`config.mk`:
```
export PLATFORM = sky130hd
export DESIGN_NAME = msdc_ctrl
export DESIGN_NICKNAME = d
export VERILOG_FILES = /design/src/shared/msdc_pkg.sv /design/src/msdc_ctrl.sv
export VERILOG_INCLUDE_DIRS = /design/src /design/src/shared
export SDC_FILE = /design/constraint.sdc
export NUM_CORES = 1
export LEC_CHECK = 0
export BUFFER_PORTS_ARGS = -buffer_cell sky130_fd_sc_hd__buf_2
export CORE_ASPECT_RATIO = 0.6
export CORE_MARGIN = 3
export CORE_UTILIZATION = 45
export CTS_BUF_LIST = sky130_fd_sc_hd__clkbuf_8 sky130_fd_sc_hd__clkbuf_16
export DETAILED_ROUTE_END_ITERATION = 8
export PLACE_DENSITY = 0.61
export SETUP_SLACK_MARGIN = 0.15
export SYNTH_ARGS = -nofsm -noshare
export SYNTH_HDL_FRONTEND = slang
export SYNTH_SLANG_ARGS = --single-unit
```
`constraint.sdc`:
```
create_clock -name mclk -period 156.7 [get_ports mclk]
set_input_delay 0 -clock mclk [delete_from_list [all_inputs] [get_ports mclk]]
set_output_delay 0 -clock mclk [all_outputs]
set_load 0.01 [all_outputs]
```
`src/shared/msdc_defines.svh`:
```
`ifndef MSDC_DEFINES_SVH
`define MSDC_DEFINES_SVH

// Register byte offsets
`define MSDC_OFS_CTRL      8'h00
`define MSDC_OFS_PANEL     8'h04
`define MSDC_OFS_FF0       8'h08
`define MSDC_OFS_FF1       8'h0c
`define MSDC_OFS_FF2       8'h10
`define MSDC_OFS_FF3       8'h14
`define MSDC_OFS_INCFG     8'h18
`define MSDC_OFS_SENSOR    8'h1c
`define MSDC_OFS_STATUS    8'h20
`define MSDC_OFS_SETPOINT  8'h24
`define MSDC_OFS_MEASFREQ  8'h28

// Control field positions
`define MSDC_CTRL_SRC_LO   0
`define MSDC_CTRL_BRAKE_EN 2
`define MSDC_CTRL_CODE8    3
`define MSDC_CTRL_AIN_RATE 4

// Reset values
`define MSDC_CTRL_RST      32'h0000_0000
`define MSDC_PPR_RST       4'h1

// Timing: measurement gate of 1 s at 250 MHz
`define MSDC_GATE_NS       1000000000
`define MSDC_CLK_NS        4
`define MSDC_GATE_CYC      (`MSDC_GATE_NS / `MSDC_CLK_NS)

`endif

```
`src/shared/msdc_pkg.sv`:
```
package msdc_pkg;

    typedef enum logic [1:0] {
        MSDC_SRC_PANEL    = 2'h0,
        MSDC_SRC_REMOTE   = 2'h1,
        MSDC_SRC_PARALLEL = 2'h2,
        MSDC_SRC_RSVD     = 2'h3
    } msdc_src_t;

    // Digital input function codes
    typedef enum logic [1:0] {
        MSDC_FN_NONE    = 2'h0,
        MSDC_FN_FIXFREQ = 2'h1,
        MSDC_FN_CCW     = 2'h2,
        MSDC_FN_RSVD    = 2'h3
    } msdc_infn_t;

    typedef struct packed {
        logic        brake;
        logic        run;
        logic        ccw;
        logic [15:0] freq;
    } msdc_drive_t;

    typedef struct packed {
        logic mains_ok;
        logic stop_cmd;
        logic start_cmd;
    } msdc_oper_t;

endpackage

```
`src/msdc_ctrl.sv`:
```
// Design decisions made here: register access over Avalon-MM and the placing of the registers.
`timescale 1ns/1ps
`include "msdc_defines.svh"

module msdc_ctrl #(
    parameter int FREQ_W   = 16,
    parameter int GATE_CYC = `MSDC_GATE_CYC
) (
    // Clock and reset
    input  wire logic                 mclk,
    input  wire logic                 rst,
    // Avalon-MM slave
    input  wire logic [7:0]           avs_address,
    input  wire logic                 avs_read,
    input  wire logic                 avs_write,
    input  wire logic [31:0]          avs_writedata,
    output logic [31:0]               avs_readdata,
    output logic                      avs_waitrequest,
    // Remote inputs
    input  wire logic [3:0]           digital_in,
    input  wire logic                 fixed_freq_select_lo,
    input  wire logic                 fixed_freq_select_hi,
    input  wire logic [FREQ_W-1:0]    analog_setpoint_input,
    // Operator and mains
    input  wire msdc_pkg::msdc_oper_t oper,
    // Speed sensor pulse
    input  wire logic                 sensor_pulse,
    // Power stage
    output msdc_pkg::msdc_drive_t     drive,
    output logic                      brake_full_power,
    output logic                      motor_stopped
);

    initial begin
        if (FREQ_W != 16 || GATE_CYC < 2)
            $error("msdc_ctrl: unsupported parameters");
    end
    typedef enum {ST_IDLE, ST_RUN, ST_REVERSE, ST_ESTOP, ST_LOCKED} msdc_state_t;
    logic [31:0]       ctrl;
    logic [FREQ_W-1:0] panel_frequency_setpoint;
    logic [FREQ_W-1:0] fixed_freq [4];
    logic [5:0]        in_cfg;
    logic [3:0]        sensor_pulses_per_rev_cfg;
    logic              sensor_en;
    logic [31:0]       gate_cnt;
    logic [31:0]       pulse_cnt;
    logic [FREQ_W-1:0] measured_motor_frequency;
    logic [FREQ_W-1:0] setpoint;
    logic              ccw_cur;
    logic              ack;
    msdc_state_t       state;
    msdc_state_t       next_state;

    wire [1:0] setpoint_source_selector = ctrl[`MSDC_CTRL_SRC_LO +: 2];
    wire       mains_fail_brake_enable  = ctrl[`MSDC_CTRL_BRAKE_EN];
    wire       analog_input_function_cfg = ctrl[`MSDC_CTRL_AIN_RATE];

    function automatic logic match_fn(input logic [5:0] cfg, input logic [3:0] din,
                                      input msdc_pkg::msdc_infn_t fn);
        logic hit;
        hit = 1'b0;
        for (int i = 0; i < 3; i++)
            if (cfg[2*i +: 2] == fn && din[i+1])
                hit = 1'b1;
        return hit;
    endfunction

    wire prog_en = setpoint_source_selector == msdc_pkg::MSDC_SRC_REMOTE
                || setpoint_source_selector == msdc_pkg::MSDC_SRC_PARALLEL;
    wire ff_active = prog_en && match_fn(in_cfg, digital_in, msdc_pkg::MSDC_FN_FIXFREQ);
    wire [1:0] ff_idx = {fixed_freq_select_hi, fixed_freq_select_lo};
    wire ain_ok = analog_input_function_cfg;
    wire ccw_req = prog_en && match_fn(in_cfg, digital_in, msdc_pkg::MSDC_FN_CCW);

    logic [FREQ_W-1:0] next_setpoint;
    always_comb
    begin
        next_setpoint = setpoint;
        unique case (setpoint_source_selector)
            msdc_pkg::MSDC_SRC_PANEL:
                next_setpoint = panel_frequency_setpoint;
            msdc_pkg::MSDC_SRC_REMOTE:
                next_setpoint = ff_active ? fixed_freq[ff_idx]
                              : (ain_ok ? analog_setpoint_input : '0);
            msdc_pkg::MSDC_SRC_PARALLEL:
                next_setpoint = ff_active ? fixed_freq[ff_idx]
                              : (ain_ok ? analog_setpoint_input : panel_frequency_setpoint);
            default:
                next_setpoint = panel_frequency_setpoint;
        endcase
    end

    wire stopped = measured_motor_frequency == '0;

    always_comb
    begin
        next_state = state;
        unique case (state)
            ST_IDLE:
                if (oper.start_cmd && oper.mains_ok)
                    next_state = ST_RUN;
            ST_RUN:
                if (mains_fail_brake_enable && !oper.mains_ok)
                    next_state = ST_ESTOP;
                else if (oper.stop_cmd)
                    next_state = ST_IDLE;
                else if (ccw_req != ccw_cur)
                    next_state = ST_REVERSE;
            ST_REVERSE:
                if (stopped)
                    next_state = ST_RUN;
            ST_ESTOP:
                if (oper.stop_cmd)
                    next_state = ST_IDLE;
                else if (oper.mains_ok)
                    next_state = ST_LOCKED;
            ST_LOCKED:
                if (oper.stop_cmd)
                    next_state = ST_IDLE;
        endcase
    end

    always_ff @(posedge mclk or posedge rst)
    begin
        if (rst)
        begin
            state   <= ST_IDLE;
            ccw_cur <= 1'b0;
        end
        else
        begin
            state <= next_state;
            if (state == ST_IDLE || (state == ST_REVERSE && stopped))
                ccw_cur <= ccw_req;
        end
    end

    always_ff @(posedge mclk or posedge rst)
    begin
        if (rst)
            setpoint <= '0;
        else
            setpoint <= next_setpoint;
    end

    wire braking = state == ST_ESTOP || state == ST_LOCKED || state == ST_REVERSE;

    always_ff @(posedge mclk or posedge rst)
    begin
        if (rst)
        begin
            drive            <= '0;
            brake_full_power <= 1'b0;
            motor_stopped    <= 1'b1;
        end
        else
        begin
            drive.run        <= state == ST_RUN;
            drive.brake      <= braking;
            drive.ccw        <= ccw_cur;
            drive.freq       <= state == ST_RUN ? setpoint : '0;
            brake_full_power <= state == ST_ESTOP || state == ST_LOCKED;
            motor_stopped    <= stopped;
        end
    end

    // gated pulse count divided by pulses per rev
    always_ff @(posedge mclk or posedge rst)
    begin
        if (rst)
        begin
            gate_cnt                 <= '0;
            pulse_cnt                <= '0;
            measured_motor_frequency <= '0;
        end
        else if (gate_cnt == 32'(GATE_CYC - 1))
        begin
            gate_cnt                 <= '0;
            pulse_cnt                <= '0;
            measured_motor_frequency <= sensor_en
                ? FREQ_W'((pulse_cnt + 32'(sensor_pulse)) / 32'(sensor_pulses_per_rev_cfg)) : '0;
        end
        else
        begin
            gate_cnt  <= gate_cnt + 32'h1;
            pulse_cnt <= pulse_cnt + 32'(sensor_pulse);
        end
    end

    // Avalon slave: one wait cycle per access
    assign avs_waitrequest = (avs_read || avs_write) && !ack;

    wire wr = avs_write && ack;
    wire [3:0] ppr_wr = avs_writedata[3:0];
    wire ppr_ok = ppr_wr >= 4'h1 && ppr_wr <= 4'ha;

    always_ff @(posedge mclk or posedge rst)
    begin
        if (rst)
        begin
            ack                       <= 1'b0;
            ctrl                      <= `MSDC_CTRL_RST;
            panel_frequency_setpoint  <= '0;
            fixed_freq                <= '{default: '0};
            in_cfg                    <= '0;
            sensor_pulses_per_rev_cfg <= `MSDC_PPR_RST;
            sensor_en                 <= 1'b0;
        end
        else
        begin
            ack <= (avs_read || avs_write) && !ack;
            if (wr)
            begin
                unique case (avs_address)
                    `MSDC_OFS_CTRL:
                        ctrl <= {27'h0, avs_writedata[4],
                                 avs_writedata[3] && !sensor_en, avs_writedata[2:0]};
                    `MSDC_OFS_PANEL:  panel_frequency_setpoint <= avs_writedata[15:0];
                    `MSDC_OFS_FF0:    fixed_freq[0] <= avs_writedata[15:0];
                    `MSDC_OFS_FF1:    fixed_freq[1] <= avs_writedata[15:0];
                    `MSDC_OFS_FF2:    fixed_freq[2] <= avs_writedata[15:0];
                    `MSDC_OFS_FF3:    fixed_freq[3] <= avs_writedata[15:0];
                    `MSDC_OFS_INCFG:  in_cfg <= avs_writedata[5:0];
                    `MSDC_OFS_SENSOR:
                    begin
                        sensor_en <= avs_writedata[8] && !ctrl[`MSDC_CTRL_CODE8];
                        if (ppr_ok)
                            sensor_pulses_per_rev_cfg <= ppr_wr;
                    end
                    default: ;
                endcase
            end
        end
    end

    always_ff @(posedge mclk or posedge rst)
    begin
        if (rst)
            avs_readdata <= '0;
        else if (avs_read && !ack)
        begin
            unique case (avs_address)
                `MSDC_OFS_CTRL:     avs_readdata <= ctrl;
                `MSDC_OFS_PANEL:    avs_readdata <= {16'h0, panel_frequency_setpoint};
                `MSDC_OFS_FF0:      avs_readdata <= {16'h0, fixed_freq[0]};
                `MSDC_OFS_FF1:      avs_readdata <= {16'h0, fixed_freq[1]};
                `MSDC_OFS_FF2:      avs_readdata <= {16'h0, fixed_freq[2]};
                `MSDC_OFS_FF3:      avs_readdata <= {16'h0, fixed_freq[3]};
                `MSDC_OFS_INCFG:    avs_readdata <= {26'h0, in_cfg};
                `MSDC_OFS_SENSOR:   avs_readdata <= {23'h0, sensor_en, 4'h0,
                                                     sensor_pulses_per_rev_cfg};
                `MSDC_OFS_STATUS:   avs_readdata <= {26'h0, stopped, braking,
                                                     drive.run, ccw_cur, ff_active, prog_en};
                `MSDC_OFS_SETPOINT: avs_readdata <= {16'h0, setpoint};
                `MSDC_OFS_MEASFREQ: avs_readdata <= {16'h0, measured_motor_frequency};
                default:            avs_readdata <= 32'h0;
            endcase
        end
    end

    property p_panel_sel;
        @(posedge mclk) disable iff (rst)
        setpoint_source_selector == msdc_pkg::MSDC_SRC_PANEL
        |=> setpoint == $past(panel_frequency_setpoint);
    endproperty
    a_panel_sel: assert property (p_panel_sel) else $error("panel setpoint not used");
    property p_ff_prio;
        @(posedge mclk) disable iff (rst)
        ff_active && setpoint_source_selector != msdc_pkg::MSDC_SRC_PANEL
        |=> setpoint == $past(fixed_freq[ff_idx]);
    endproperty
    a_ff_prio: assert property (p_ff_prio) else $error("fixed frequency not chosen");
    property p_no_ff_panel;
        @(posedge mclk) disable iff (rst)
        setpoint_source_selector == msdc_pkg::MSDC_SRC_PANEL |-> !ff_active && !ccw_req;
    endproperty
    a_no_ff_panel: assert property (p_no_ff_panel) else $error("inputs act in panel");
    property p_estop;
        @(posedge mclk) disable iff (rst)
        state == ST_RUN && mains_fail_brake_enable && !oper.mains_ok
        |=> state == ST_ESTOP ##1 brake_full_power;
    endproperty
    a_estop: assert property (p_estop) else $error("no emergency brake");
    property p_locked;
        @(posedge mclk) disable iff (rst)
        state == ST_LOCKED && !oper.stop_cmd |=> state == ST_LOCKED;
    endproperty
    a_locked: assert property (p_locked) else $error("restart without stop");
    property p_reverse;
        @(posedge mclk) disable iff (rst)
        state == ST_RUN && next_state == ST_REVERSE |=> ##1 drive.brake && !drive.run;
    endproperty
    a_reverse: assert property (p_reverse) else $error("reversal without brake");
    property p_ppr;
        @(posedge mclk) disable iff (rst)
        sensor_pulses_per_rev_cfg >= 4'h1 && sensor_pulses_per_rev_cfg <= 4'ha;
    endproperty
    a_ppr: assert property (p_ppr) else $error("pulses per rev out of range");
    property p_code8;
        @(posedge mclk) disable iff (rst)
        !(sensor_en && ctrl[`MSDC_CTRL_CODE8]);
    endproperty
    a_code8: assert property (p_code8) else $error("sensor with eight-motor coding");
endmodule

```
## Word level (Yosys, flattened, before mapping)

Index checks and enable logic that the tools add are counted.

- Add/subtract/negate cells: 2
- Divide/modulo/power cells: 1
- $lt $le $gt $ge: 3
- Equal/unequal tests: 33
- Muxes and demuxes: 28
- Bitwise gates (word level): 1
- Reductions and logical operators: 40

Operators with widths:

| operator | count |
|---|---|
| $mux W32 | 10 |
| $pmux W16 S11 | 1 |
| $pmux W32 S5 | 1 |
| $mux W16 | 8 |
| $eq A32 B2 Y1 const B | 3 |
| $eq A32 B3 Y1 const B | 3 |
| $logic_not A32 Y1 | 2 |
| $add A32 B1 Y32 | 1 |
| $add A32 B1 Y32 const B | 1 |
| $bmux W16 S2 | 1 |
| $div A32 B4 Y32 | 1 |
| $eq A32 B1 Y1 const B | 1 |
| $eq A32 B28 Y1 const B | 1 |
| $eq A32 B4 Y1 const B | 1 |
| $eq A8 B5 Y1 const B | 4 |
| $pmux W16 S2 | 1 |
| $eq A8 B6 Y1 const B | 3 |
| $logic_and A1 B1 Y1 | 17 |
| $eq A8 B4 Y1 const B | 2 |
| $logic_not A16 Y1 | 1 |
| $reduce_and A2 Y1 | 8 |
| $eq A2 B1 Y1 const B | 4 |
| $eq A2 B2 Y1 const B | 4 |
| $eq A8 B3 Y1 const B | 1 |
| other kinds (14) | 28 |

- Flip-flop bits (word level): 279
- Input port bits: 70
- Output and inout bits: 54

## Depth between registers and ports, before layout

- Word-level depth: 11
- Gate-level depth with buffers: 350
- Gate-level depth less buffers: 330

## Least setup slack after synthesis

Ideal clock, no wire load.

- Path kind: reg2reg
- From: register pulse_cnt[0]
- To: register measured_motor_frequency[0]
- Setup time: 0.139 ns
- Arrival: 69.374 ns
- Required time: 156.561 ns
- Setup slack: 87.187 ns
- Stages on the path, launching flop included: 334
- Path buffers: 21
- Cell sequence: dfrtp_1 ha_1 nand4_2 nor2_1 and2_1 buf_2 nand2_1 xnor2_1 ha_1 a21o_1 o21ai_0 a211oi_1 ha_1 o21a_1 o21a_1 a2111o_2 nand2_1 ha_1 (+298 left out) o21ai_0 nand2b_1 nor4_4 nand4_2 nor2_1 and4_1 buf_4 mux2i_1 ha_1 a21oi_1 nor2b_1 o21ai_0 or4b_2 a2111o_1 nor4_1 nand4_1 nor3_2 a41oi_2

- Longest elaborated chain between the ends: 3

Ends and longest elaborated chain:

| element | line | text |
|---|---|---|
| start: declaration | msdc_ctrl.sv:46 | `logic [31:0] pulse_cnt;` |
| start signal: assignment | msdc_ctrl.sv:186 | `pulse_cnt <= pulse_cnt + 32'(sensor_pulse);` |
| $add A32 B1 Y32 | msdc_ctrl.sv:181 | `? FREQ_W'((pulse_cnt + 32'(sensor_pulse)) / 32'(sensor_pulses_per_rev_cfg)) : '0;` |
| $div A32 B4 Y32 | msdc_ctrl.sv:181 |  |
| $mux W16 | msdc_ctrl.sv:181 |  |
| end signal: assignment | msdc_ctrl.sv:180 | `measured_motor_frequency <= sensor_en` |
| end: declaration | msdc_ctrl.sv:47 | `logic [FREQ_W-1:0] measured_motor_frequency;` |

No other way between the ends.
A chain may end at the register's enable or synchronous reset.

## Final worst setup path

Ends and elaborated chain as after synthesis.

==> flow_metrics.env <==
export IMPL_clk_latency_ns=0.53
export IMPL_vias_per_cell=6.42
export IMPL_fmax_ghz=0.0114
export IMPL_drt_wirelength_per_cell_um=20.5
export IMPL_relSlewSlack_pct=9.47
export IMPL_drive_gt1_share_pct=13.6
export IMPL_post_cts_resized=0
export IMPL_area_delta_synth_final_pct=8.73
export IMPL_cts_root_buffer="clkbuf_16"
export IMPL_antenna_found_initial=1
export IMPL_ys_types=150
export IMPL_cts_buffer_depth=3
export IMPL_final_min_clock_period_ns=87.94
export IMPL_synthAdderAreaFrac_pct=5.65
export IMPL_ir_drop_uv=18.3
export IMPL_dieHeight_um=204
export IMPL_p_total_mw=0.791
export IMPL_routed_wl_um=95100
export IMPL_place_gp_congestion=0.950
export IMPL_pwr_density_cell_nw_per_um2=24.8
export IMPL_cts_buffers=26
export IMPL_ant_nets=0
export IMPL_layout_nets=3969
export IMPL_yosys_warnings=0
export IMPL_arrival_ns=88.28
export IMPL_grt_setup_unrepaired="false"
export IMPL_synth_area_leaders="dfrtp_1 20%, ha_1 5.5%, nor2_1 4.9%"
export IMPL_crit_slowest_cell="nor3_1"
export IMPL_grt_max_degree=80
export IMPL_ys_seq_elements=234
export IMPL_synth_seq_area_share_pct=20.0
export IMPL_die_w_um=336
export IMPL_num_rows=71
export IMPL_worst_pin_slew_ns=1.35
export IMPL_dieArea_um2=68400
export IMPL_stdcell_area_um2=31900
export IMPL_synth_xor_area_share_pct=6.91
export IMPL_fillers=6260
export IMPL_synthArstFlopShare_pct=100
export IMPL_grt_pass1_vias=26625
export IMPL_path_common_cell="o21a_1"
export IMPL_num_vias=29732
export IMPL_drc=0
export IMPL_port_buffers=90
export IMPL_slowest_delay_ns=1.05
export IMPL_crit_path_end_kind="register"
export IMPL_track_usage_pct=27.0
export IMPL_syn_inst=3677
export IMPL_required_ns=157.03
export IMPL_avgSynthCellArea_um2=7.98
export IMPL_cts_tree="built"
export IMPL_htreeDepth=1
export IMPL_syn_area_um2=29300
export IMPL_holdCritPathClass="primary input to register"
export IMPL_worstSetupStartpoint="pulse_cnt[0]"
export IMPL_synth_simple_gate_area_share_pct=28.7
export IMPL_final_cell_mix="381 x nor2_1, 330 x nand2_1, 232 x dfrtp_1"
export IMPL_synth_main_ff_cell="dfrtp_1"
export IMPL_ioPinCount=124
export IMPL_final_common_cell="nor2_1"
export IMPL_start_util_pct=46.1
export IMPL_drt_iter0_markers=3333
export IMPL_r2r_start="pulse_cnt[0]"
export IMPL_hold_violations=0
export IMPL_yosysTopAreaCell="dfrtp_1"
export IMPL_grt_pass1_wl_um=151000
export IMPL_clkSlewWorstSetupHoldPaths_ns=0.06
export IMPL_synth_edf_count=0
export IMPL_place_area_um2=30600
export IMPL_clock_sinks=234
export IMPL_worst_clock_skew_ns=0.0154
export IMPL_path_max_fanout=15
export IMPL_cp_start_kind="register"
export IMPL_min_delay_start="digital_in[2]"
export IMPL_synth_area_mux_share_pct=7.96
export IMPL_status="finished clean"
export IMPL_p_leak_nw=13.5
export IMPL_synth_compound_area_share_pct=27.6
export IMPL_finalMaxSlewViolations=0
export IMPL_synth_top_family_by_area="simple AND/OR/NAND/NOR gates"
export IMPL_yosys_area_top_type_share_pct=19.8
export IMPL_overflow=0
export IMPL_final_setup_tns_ns=0
export IMPL_setup_violations=0
export IMPL_drtPass1Iterations=8
export IMPL_place_hpwl_um=73900
export IMPL_coreArea_um2=63600
export IMPL_drv_cap=0
export IMPL_critical_path_class="register to register"
export IMPL_finalCritPeriodShare_pct=56.1
## cells in the mapped netlist, types with 37 or more instances
cell / instances
a21oi_1: 187
and3_1: 63
and2_1: 70
o21ai_1: 38
mux2i_1: 52
nand2_1: 330
nand2b_1: 46
nand3_1: 123
a21o_1: 56
nor2_1: 382
o21a_1: 88
ha_1: 130
a22oi_1: 39
mux2_2: 119
nor4_1: 58
xor2_1: 84
clkbuf_1: 56
dfrtp_1: 232
or2_2: 42
o21ai_0: 167
nor3_1: 151
or3_1: 46
inv_1: 80
xnor2_1: 142
a31oi_1: 63
buf_4: 37
nand4_1: 64
## sequential cells by signal (all words and copies together), names as in the netlist
name,cells
pulse_cnt,32
setpoint,16
sensor_en,1
brake_full_power,1
motor_stopped,1
gate_cnt,32
in_cfg,6
ctrl,5
ccw_cur,1
avs_readdata,16
panel_frequency_setpoint,16
state,3
ack,1
fixed_freq,64
measured_motor_frequency,16
drive,19
sensor_pulses_per_rev_cfg,4
## power by group
| group | leakage, nW | switching [mW] | internal (mW) | total (mW) |
|---|---|---|---|---|
| Clock | 0.477 | 0.0250 | 0.0401 | 0.0651 |
| Combinational | 9.89 | 0.435 | 0.225 | 0.660 |
| Sequential | 3.10 | 0.00266 | 0.0628 | 0.0655 |
## layer usage
metal	routed length [µm]	share of wire (%)	vias to the layer above	global-route usage (%)
li1	-	-	14269	-
met1	50300	53	14221	45.3
met2	33800	36	1177	34.3
met3	10200	11	65	6.41
met4	779	0.82	0	2.56
met5	0	0	-	0
## logic make-up after synthesis
family                     after synthesis
and+or+nand+nor                       1582
AOI/OAI and AO/OA                     1101
DFF                                    234
xor gates and xnor gates               229
buffers and inverters                  201
muxes                                  196
adders and majority gates              133
other                                    1
## worst paths after layout
path                                                    end  slack (ns)  depth (start not counted)
worst max-delay path            measured_motor_frequency[0]       68.76                        317
worst min-delay path                                ccw_cur        0.03                          4
min in group asynchronous                       setpoint[4]        0.08                          3
worst min register to register                          ack        0.46                          1
max in group asynchronous                     pulse_cnt[18]      155.19                          4
worst max register to register  measured_motor_frequency[0]       68.76                        317
## worst max-delay path, delay by kind of cell, from the launching register on
family | cells | cell delay [ns]
AND/OR/NAND/NOR | 124 | 39.33
AO/OA/AOI/OAI | 130 | 31.82
adder cells (fa/ha/maj) | 33 | 9.39
XOR/XNOR | 1 | 0.21
multiplexers | 16 | 4.66
buffers and inverters | 13 | 1.83
flip-flops | 1 | 0.35
## area by class of cell
class / instances / area, µm² / area share, %
Multi-Input combinational cell: 3257 / 22600 / 70.9
Sequential cell: 234 / 5860 / 18.4
Timing Repair Buffer: 167 / 1130 / 3.55
Tap cell: 839 / 1050 / 3.29
Clock buffer: 32 / 744 / 2.33
Inverter: 83 / 319 / 1.00
Clock inverter: 16 / 179 / 0.561
Antenna cell: 2 / 5.00 / 0.0157
## what timing repair did
| action | 4_1_cts | 5_1_grt |
|---|---|---|
| hold buffers | 41 | 0 |
| setup buffers | 0 | 0 |
| hold endpoints to repair | 193 | 0 |
## stage by stage
stage | util, % | cells | hold WS [ns] | setup slack [ns]
after global routing | 50.1 | 4628 | 0.0529 | 61.33
after floorplan | - | 3692 | 0.141 | 87.19
after detailed placement | 48.0 | 4539 | 0.111 | 70.77
after global placement | 48.0 | 4539 | 0.113 | 70.97
final | 50.2 | 4630 | 0.0343 | 68.76
after CTS | 50.1 | 4628 | 0.0145 | 70.58
No activity file was read; power rests on OpenSTA's default activity.
